### config.mk
export PLATFORM = sky130hd
export DESIGN_NAME = csp_serial_port
export DESIGN_NICKNAME = d
export VERILOG_FILES = /design/src/rtl/csp_pkg.sv /design/src/rtl/csp_timing_if.sv /design/src/rtl/csp_frame_timer.sv /design/src/rtl/csp_serial_port.sv
export SDC_FILE = /design/constraint.sdc
export NUM_CORES = 1
export LEC_CHECK = 0
export BUFFER_PORTS_ARGS = -buffer_cell sky130_fd_sc_hd__buf_2
export CORE_MARGIN = 8
export CORE_UTILIZATION = 25
export DETAILED_ROUTE_END_ITERATION = 6
export PLACE_DENSITY = 0.42
export SYNTH_ARGS = -nofsm -noshare
export SYNTH_HDL_FRONTEND = slang
export SYNTH_SLANG_ARGS = --single-unit
### constraint.sdc
create_clock -name mclk_i -period 3 [get_ports mclk_i]
set_input_delay 0.15 -clock mclk_i [delete_from_list [all_inputs] [get_ports mclk_i]]
set_output_delay 0.15 -clock mclk_i [all_outputs]
set_load 0.1 [all_outputs]
### src/rtl/csp_pkg.sv
package csp_pkg;

    // -----------------------------------------------------------------
    // Frame and word geometry
    // -----------------------------------------------------------------
    localparam int unsigned WORD_BITS  = 16;
    localparam int unsigned CNT_W      = 9;
    localparam logic [8:0]  FRAME_LAST = 9'h1ff;    // 512 clocks a frame
    localparam logic [8:0]  PRIM_START = 9'h000;
    localparam logic [8:0]  SEC_START  = 9'h100;
    localparam logic [3:0]  LAST_BIT   = 4'hf;

    // -----------------------------------------------------------------
    // Shift clock phases: four master clocks per shift clock
    // -----------------------------------------------------------------
    localparam int unsigned SCLK_BIT   = 1;
    localparam logic [1:0]  RISE_PHASE = 2'h0;
    localparam logic [1:0]  FALL_PHASE = 2'h2;

    // -----------------------------------------------------------------
    // Reset values
    // -----------------------------------------------------------------
    localparam logic [15:0] WORD_RESET = 16'h0000;
    localparam logic [1:0]  FLAG_RESET = 2'h0;

    typedef enum logic [2:0] {
        CSP_IDLE = 3'h1,
        CSP_PRIM = 3'h2,
        CSP_SEC  = 3'h4
    } csp_state_type;

endpackage

### src/rtl/csp_timing_if.sv
interface csp_timing_if;
    logic sclk;
    logic rise;
    logic fall;
    logic prim_start;
    logic sec_start;

    modport gen (
        output sclk,
        output rise,
        output fall,
        output prim_start,
        output sec_start
    );

    modport use_side (
        input sclk,
        input rise,
        input fall,
        input prim_start,
        input sec_start
    );
endinterface

### src/rtl/csp_frame_timer.sv
module csp_frame_timer (
    input  wire logic   mclk_i,
    input  wire logic   reset_i,
    csp_timing_if.gen   tim
);

    logic [8:0] cnt_q;
    logic [8:0] cnt_d;
    logic       sclk_q;
    logic       sclk_d;

    // ---------------------------------------------------------------
    // Frame counter, wraps every 512 master clocks
    // ---------------------------------------------------------------
    always_comb begin
        if (cnt_q == csp_pkg::FRAME_LAST) begin
            cnt_d = '0;
        end else begin
            cnt_d = cnt_q + 9'h001;
        end
        // Shift clock built from the counter, so it is never a new domain
        sclk_d = ~cnt_d[csp_pkg::SCLK_BIT];
    end

    always_ff @(posedge mclk_i) begin
        if (reset_i) begin
            cnt_q  <= '0;
            // Equals ~cnt[1] at count zero: no runt pulse after reset
            sclk_q <= 1'b1;
        end else begin
            cnt_q  <= cnt_d;
            sclk_q <= sclk_d;
        end
    end

    assign tim.sclk       = sclk_q;
    assign tim.rise       = (cnt_q[1:0] == csp_pkg::RISE_PHASE);
    assign tim.fall       = (cnt_q[1:0] == csp_pkg::FALL_PHASE);
    assign tim.prim_start = (cnt_q == csp_pkg::PRIM_START);
    assign tim.sec_start  = (cnt_q == csp_pkg::SEC_START);

endmodule // csp_frame_timer

### src/rtl/csp_serial_port.sv
// What this block does
// - Frame-sync goes low to open every transfer.
// - Frame-sync stays low while any bit is being shifted.
// - Data output is released whenever frame-sync is high.
// - Function code is latched as frame-sync rises after a primary frame.
// - Phone mode routes alternate data input to data output in secondary frames.
// - Phone mode drives both flag outputs from the programmed flag values.
// - DAC and command words are taken from data input on the shift clock.
// - ADC bits go out on data output on the shift clock.
// - One frame every 512 master clocks.
// - Samples are 16-bit two's-complement words both ways.
// - Every internal clock comes from the one master clock.
// - A transfer is 16 shift clocks, starting at frame-sync fall.
// - Shift clock is made from the master clock and times both lines.
// - Frame-sync rises on the sixteenth shift-clock rise after falling.
// - Secondary frames run only on a hardware or software request.
module csp_serial_port (
    input  wire logic        mclk_i,
    input  wire logic        reset_i,
    input  wire logic        din_i,
    input  wire logic        function_code_in_i,
    input  wire logic        alternate_data_in_i,
    input  wire logic        phone_mode_i,
    input  wire logic [1:0]  flag_value_i,
    input  wire logic [15:0] adc_sample_i,
    input  wire logic [15:0] sec_read_word_i,
    input  wire logic        sec_soft_req_i,
    output logic             sclk_o,
    output logic             frame_sync_n_o,
    output logic             dout_o,
    output logic             dout_oe_n_o,
    output logic             flag0_o,
    output logic             flag1_o,
    output logic             adc_take_o,
    output logic [15:0]      dac_sample_o,
    output logic             dac_valid_o,
    output logic [15:0]      sec_cmd_o,
    output logic             sec_cmd_valid_o,
    output logic             fc_latched_o,
    output logic             sec_pending_o
);

    // ---------------------------------------------------------------
    // Frame timing
    // ---------------------------------------------------------------
    csp_timing_if tim ();

    csp_frame_timer u_timer (
        .mclk_i  (mclk_i),
        .reset_i (reset_i),
        .tim     (tim)
    );

    // ---------------------------------------------------------------
    // Frame state
    // ---------------------------------------------------------------
    csp_pkg::csp_state_type state_q;
    csp_pkg::csp_state_type state_d;
    logic [3:0]             bitcnt_q;
    logic [3:0]             bitcnt_d;
    logic [15:0]            tx_q;
    logic [15:0]            tx_d;
    logic [15:0]            rx_q;
    logic [15:0]            rx_d;
    logic                   fsn_q;
    logic                   fsn_d;
    logic                   dout_q;
    logic                   dout_d;
    logic                   oe_n_q;
    logic                   oe_n_d;
    logic                   fc_q;
    logic                   fc_d;
    logic                   pend_q;
    logic                   pend_d;
    logic                   pend_set;
    logic                   pend_clr;
    logic [15:0]            dac_q;
    logic [15:0]            dac_d;
    logic                   dac_vld_q;
    logic                   dac_vld_d;
    logic [15:0]            cmd_q;
    logic [15:0]            cmd_d;
    logic                   cmd_vld_q;
    logic                   cmd_vld_d;
    logic                   take_q;
    logic                   take_d;
    logic [1:0]             flag_q;
    logic [1:0]             flag_d;
    logic                   close_now;
    logic                   sec_open;

    // ---------------------------------------------------------------
    // Helpers
    // ---------------------------------------------------------------
    // Shift register contents once the top bit has gone out
    function automatic logic [15:0] shift_left(input logic [15:0] word);
        return {word[14:0], 1'b0};
    endfunction

    function automatic logic in_frame(input csp_pkg::csp_state_type st);
        return (st == csp_pkg::CSP_PRIM) || (st == csp_pkg::CSP_SEC);
    endfunction

    // ---------------------------------------------------------------
    // Frame strobes
    // ---------------------------------------------------------------
    always_comb begin
        close_now = in_frame(state_q) && tim.rise
                  && (bitcnt_q == csp_pkg::LAST_BIT);
        // Primary slot always wins over a pending secondary
        sec_open  = (state_q == csp_pkg::CSP_IDLE) && !tim.prim_start
                  && tim.sec_start && pend_q;
    end

    // ---------------------------------------------------------------
    // Frame control and shifting
    // ---------------------------------------------------------------
    always_comb begin
        state_d  = state_q;
        bitcnt_d = bitcnt_q;
        tx_d     = tx_q;
        rx_d     = rx_q;
        fsn_d    = fsn_q;
        dout_d   = dout_q;
        oe_n_d   = oe_n_q;
        take_d   = 1'b0;

        case (state_q)
            csp_pkg::CSP_IDLE: begin
                if (tim.prim_start) begin
                    // ADC word loaded at the opening shift-clock rise
                    state_d  = csp_pkg::CSP_PRIM;
                    fsn_d    = 1'b0;
                    oe_n_d   = 1'b0;
                    dout_d   = adc_sample_i[15];
                    tx_d     = shift_left(adc_sample_i);
                    bitcnt_d = '0;
                    take_d   = 1'b1;
                end else if (sec_open) begin
                    state_d  = csp_pkg::CSP_SEC;
                    fsn_d    = 1'b0;
                    oe_n_d   = 1'b0;
                    dout_d   = sec_read_word_i[15];
                    tx_d     = shift_left(sec_read_word_i);
                    bitcnt_d = '0;
                end
            end
            csp_pkg::CSP_PRIM,
            csp_pkg::CSP_SEC: begin
                // Host drives on our rise, so its bit is steady at our fall
                if (tim.fall) begin
                    rx_d = {rx_q[14:0], din_i};
                end
                if (close_now) begin
                    // Sixteenth rise: close the frame
                    state_d = csp_pkg::CSP_IDLE;
                    fsn_d   = 1'b1;
                    oe_n_d  = 1'b1;
                    dout_d  = 1'b0;
                end else if (tim.rise) begin
                    dout_d   = tx_q[15];
                    tx_d     = shift_left(tx_q);
                    bitcnt_d = bitcnt_q + 4'h1;
                end
            end
            default: begin
                state_d = csp_pkg::CSP_IDLE;
                fsn_d   = 1'b1;
                oe_n_d  = 1'b1;
                dout_d  = 1'b0;
            end
        endcase

        // Alternate data tracks with one clock of latency, not a bypass
        if ((state_d == csp_pkg::CSP_SEC) && phone_mode_i) begin
            dout_d = alternate_data_in_i;
        end
    end

    always_ff @(posedge mclk_i) begin
        if (reset_i) begin
            state_q  <= csp_pkg::CSP_IDLE;
            bitcnt_q <= '0;
            tx_q     <= csp_pkg::WORD_RESET;
            rx_q     <= csp_pkg::WORD_RESET;
            fsn_q    <= 1'b1;
            dout_q   <= 1'b0;
            oe_n_q   <= 1'b1;
            take_q   <= 1'b0;
        end else begin
            state_q  <= state_d;
            bitcnt_q <= bitcnt_d;
            tx_q     <= tx_d;
            rx_q     <= rx_d;
            fsn_q    <= fsn_d;
            dout_q   <= dout_d;
            oe_n_q   <= oe_n_d;
            take_q   <= take_d;
        end
    end

    // ---------------------------------------------------------------
    // Received words and function code
    // ---------------------------------------------------------------
    always_comb begin
        fc_d      = fc_q;
        dac_d     = dac_q;
        dac_vld_d = 1'b0;
        cmd_d     = cmd_q;
        cmd_vld_d = 1'b0;
        if (close_now && (state_q == csp_pkg::CSP_PRIM)) begin
            fc_d      = function_code_in_i;
            dac_d     = rx_q;
            dac_vld_d = 1'b1;
        end else if (close_now) begin
            cmd_d     = rx_q;
            cmd_vld_d = 1'b1;
        end
    end

    always_ff @(posedge mclk_i) begin
        if (reset_i) begin
            fc_q      <= 1'b0;
            dac_q     <= csp_pkg::WORD_RESET;
            dac_vld_q <= 1'b0;
            cmd_q     <= csp_pkg::WORD_RESET;
            cmd_vld_q <= 1'b0;
        end else begin
            fc_q      <= fc_d;
            dac_q     <= dac_d;
            dac_vld_q <= dac_vld_d;
            cmd_q     <= cmd_d;
            cmd_vld_q <= cmd_vld_d;
        end
    end

    // ---------------------------------------------------------------
    // Secondary request
    // ---------------------------------------------------------------
    always_comb begin
        pend_set = sec_soft_req_i;
        if (close_now && (state_q == csp_pkg::CSP_PRIM)) begin
            pend_set = sec_soft_req_i | function_code_in_i;
        end
        pend_clr = sec_open;
        // Request arriving in the clearing cycle is kept
        pend_d   = (pend_q & ~pend_clr) | pend_set;
    end

    always_ff @(posedge mclk_i) begin
        if (reset_i) begin
            pend_q <= 1'b0;
        end else begin
            pend_q <= pend_d;
        end
    end

    // ---------------------------------------------------------------
    // Phone-mode flags
    // ---------------------------------------------------------------
    always_comb begin
        if (phone_mode_i) begin
            flag_d = flag_value_i;
        end else begin
            flag_d = csp_pkg::FLAG_RESET;
        end
    end

    always_ff @(posedge mclk_i) begin
        if (reset_i) begin
            flag_q <= csp_pkg::FLAG_RESET;
        end else begin
            flag_q <= flag_d;
        end
    end

    // ---------------------------------------------------------------
    // Outputs
    // ---------------------------------------------------------------
    assign sclk_o          = tim.sclk;
    assign frame_sync_n_o  = fsn_q;
    assign dout_o          = dout_q;
    assign dout_oe_n_o     = oe_n_q;
    assign flag0_o         = flag_q[0];
    assign flag1_o         = flag_q[1];
    assign adc_take_o      = take_q;
    assign dac_sample_o    = dac_q;
    assign dac_valid_o     = dac_vld_q;
    assign sec_cmd_o       = cmd_q;
    assign sec_cmd_valid_o = cmd_vld_q;
    assign fc_latched_o    = fc_q;
    assign sec_pending_o   = pend_q;

endmodule // csp_serial_port

==> results.tsv <==
stage	metric	value	unit
synthesis	synth_top_area_cell	dfxtp_1	
route	vias	3232	
clock_tree	cts_root_buf	clkbuf_16	
synthesis	netlist_area	3640	um2
sta	hold_viol_final	0	
grt	overflow	0	
place	dp_slack	446	ps
cells_and_area	final_cell_mix	nand2_1, dfxtp_1, buf_2	
sta	period_needed	2590	ps
clock_tree	cts_tree	done	
critical_path	path_class	reg2reg	
hold_path	hp-class	in2reg	
sta	rsz0062_at_grt	no	
die	initial_core_util	25.3	%
route	ant_nets	0	
critical_path	end_kind	flip-flop	
synthesis	synthTopCellsByArea	dfxtp_1, nand2_1, a21oi_1, mux2i_1, a211o_1	
clock_tree	path_clk_slew	60	ps
sta	max_slew_margin	46.7	%
synthesis	synth_top_area_share	49.0	%
place	place_congestion	0.746	
cells_and_area	fin_nets	559	
die	die_y	137	um
grt	antenna_found_initial	0	
cells_and_area	mostFrequentLayoutCell	nand2_1	
hold_path	hold_path.startpoint	flag_value_i[0]	
critical_path	crit_start	u_timer.cnt_q[0]	
route	wl_per_cell	14.7	um
grt	grt_pass1_vias	3145	
clock_tree	clkSinkCount	89	
grt	grt.total_usage	11.2	%
run	drv_cap	0	
sta	tns	0	ps
synthesis	yosysWarnings	0	
route	wirelength	10300	um
power_and_ir_drop	vdd_ir_drop_max	0.000262	V
synthesis	synth_cell_types	42	
sta	finalCritPeriodShare	86.3	%
sta	setup_viol	0	
cells_and_area	multiInputGateArea	1710	um2
synthesis	seq_area_frac_synth	49.0	%
route	dr.pass1.iters	4	
die	die_area	18700	um2
clock_tree	numCtsBuffers	9	
sta	tightestPinTransition	799	ps
die	die_w	137	um
clock_tree	clockBufferDepth	2	
place	hpwl	6980	um
power_and_ir_drop	p_leak	1.86	nW
critical_path	startpoint_type	flip-flop	
clock_tree	postCtsSetupBuffers	0	
critical_path	crit_required	3260	ps
synthesis	syn_inst	442	
cells_and_area	regArea	1780	um2
cells_and_area	syn2layout_area_growth	23.8	%
critical_path	reg2reg_from	u_timer.cnt_q[0]	
route	drt-initial-drc-count	219	
synthesis	synth.avg_cell_area	8.23	um2
synthesis	syn_nets	488	
route	drc	0	
clock_tree	postCtsHoldBufs	0	
status	outcome	completed	
place	io_buffers	83	
clock_tree	clock_latency	350	ps
grt	grt_pass1_wl	16400	um
critical_path	cp.arrival	2850	ps
synthesis	ys_ff_latch	89	
clock_tree	htreeDepth	3	
sta	fin_skew	9.23	ps
critical_path	worstPathMaxFanout	24	
die	coreArea	14400	um2
cells_and_area	fill_cells	1535	
clock_tree	post_cts_resized	0	
grt	grt_max_degree	42	
power_and_ir_drop	powerDensity	618	nW/um2
cells_and_area	drive_gt1_share	21.2	%
die	io_pins	84	
sta	drv_slew	0	
sta	fmax	0.386	GHz
sta	worst_slack	410	ps
die	core.rowCount	44	
cells_and_area	diodes	0	
route	via_per_inst	4.60	
[final timing paths]
check        cells after the start               to  slack [ps]
max                              8         tx_q[14]         410
min                              2        flag_q[0]          40
max reg2reg                      8         tx_q[14]         410
min reg2reg                      2  dac_sample_o[6]         450
[critical path, stage by stage, from the launching register on]
cell	delay [ps]
dfxtp_1	340
inv_1	80
ha_1	270
or4b_4	550
nor4_4	410
o22ai_2	270
buf_12	240
a211o_1	230
a21oi_1	130
[flip-flops by register name, summed over array words and instances (netlist names)]
name / flops
sec_cmd_o: 16
u_timer.tim.sclk: 1
flag_q: 2
dac_valid_o: 1
sec_cmd_valid_o: 1
u_timer.cnt_q: 9
dout_o: 1
adc_take_o: 1
fc_latched_o: 1
dout_oe_n_o: 1
bitcnt_q: 4
state_q: 3
rx_q: 16
tx_q: 15
sec_pending_o: 1
dac_sample_o: 16
[cell usage after synthesis, drive strengths merged]
library cell	instances
or3b	1
a21oi	68
ha	5
nor2b	2
nor3b	2
or4	2
dfxtp	89
nor2	32
o211a	1
o21ai	5
and3	3
and3b	1
and2	5
xor2	5
and4	1
or2	2
buf	5
nand2	122
xnor2	1
or3	5
o2111ai	1
or4b	1
o221a	1
o211ai	2
nor4	2
a211o	14
nand3	8
nand2b	1
clkbuf	23
o32ai	1
a22oi	1
a221oi	1
a32oi	2
inv	7
o22ai	1
nand4	1
mux2i	15
a221o	1
nor3	2
[power breakdown]
| part | internal (mW) | switching (mW) | leakage, nW | total, mW |
|---|---|---|---|---|
| combinational | 0.150 | 0.269 | 0.994 | 0.419 |
| clock | 0.611 | 0.486 | 0.142 | 1.10 |
| sequential | 1.23 | 0.0350 | 0.722 | 1.27 |
[layout make-up]
type,count,share of cell area [%]
Sequential cell,89,39.6
Multi-Input combinational cell,318,37.9
Timing Repair Buffer,88,10.3
Clock buffer,11,5.61
Tap cell,184,5.11
Clock inverter,5,0.861
Inverter,7,0.583
[routing by layer]
| metal | track usage [%] | routed length, um | vias up |
|---|---|---|---|
| li1 | - | - | 1645 |
| met1 | 15.0 | 5100 | 1497 |
| met2 | 16.0 | 4360 | 78 |
| met3 | 2.94 | 618 | 12 |
| met4 | 5.67 | 207 | 0 |
| met5 | 0 | 0 | - |
[through the flow]
step	hold slack, ps	cells	util (%)	power, mW	area [um2]
finish	44.7	702	31.3	2.78	4500
CTS	29.9	702	31.3	2.83	4500
floorplan	274	442	-	1.61	3640
global placement	390	686	29.3	1.71	4210
detailed placement	394	686	29.3	1.72	4210
global route	50.1	702	31.3	2.93	4500
[logic make-up after synthesis]
family | count (synthesis) | share of synthesized area, %
adders and majority gates | 5 | 1.72
AOI/OAI and AO/OA | 99 | 16.4
xor gates and xnor gates | 6 | 1.45
DFF | 89 | 49.0
muxes | 15 | 4.13
buffers and inverters | 35 | 4.03
and+or+nand+nor | 193 | 23.2
No activity file was read; power rests on OpenSTA's default activity.
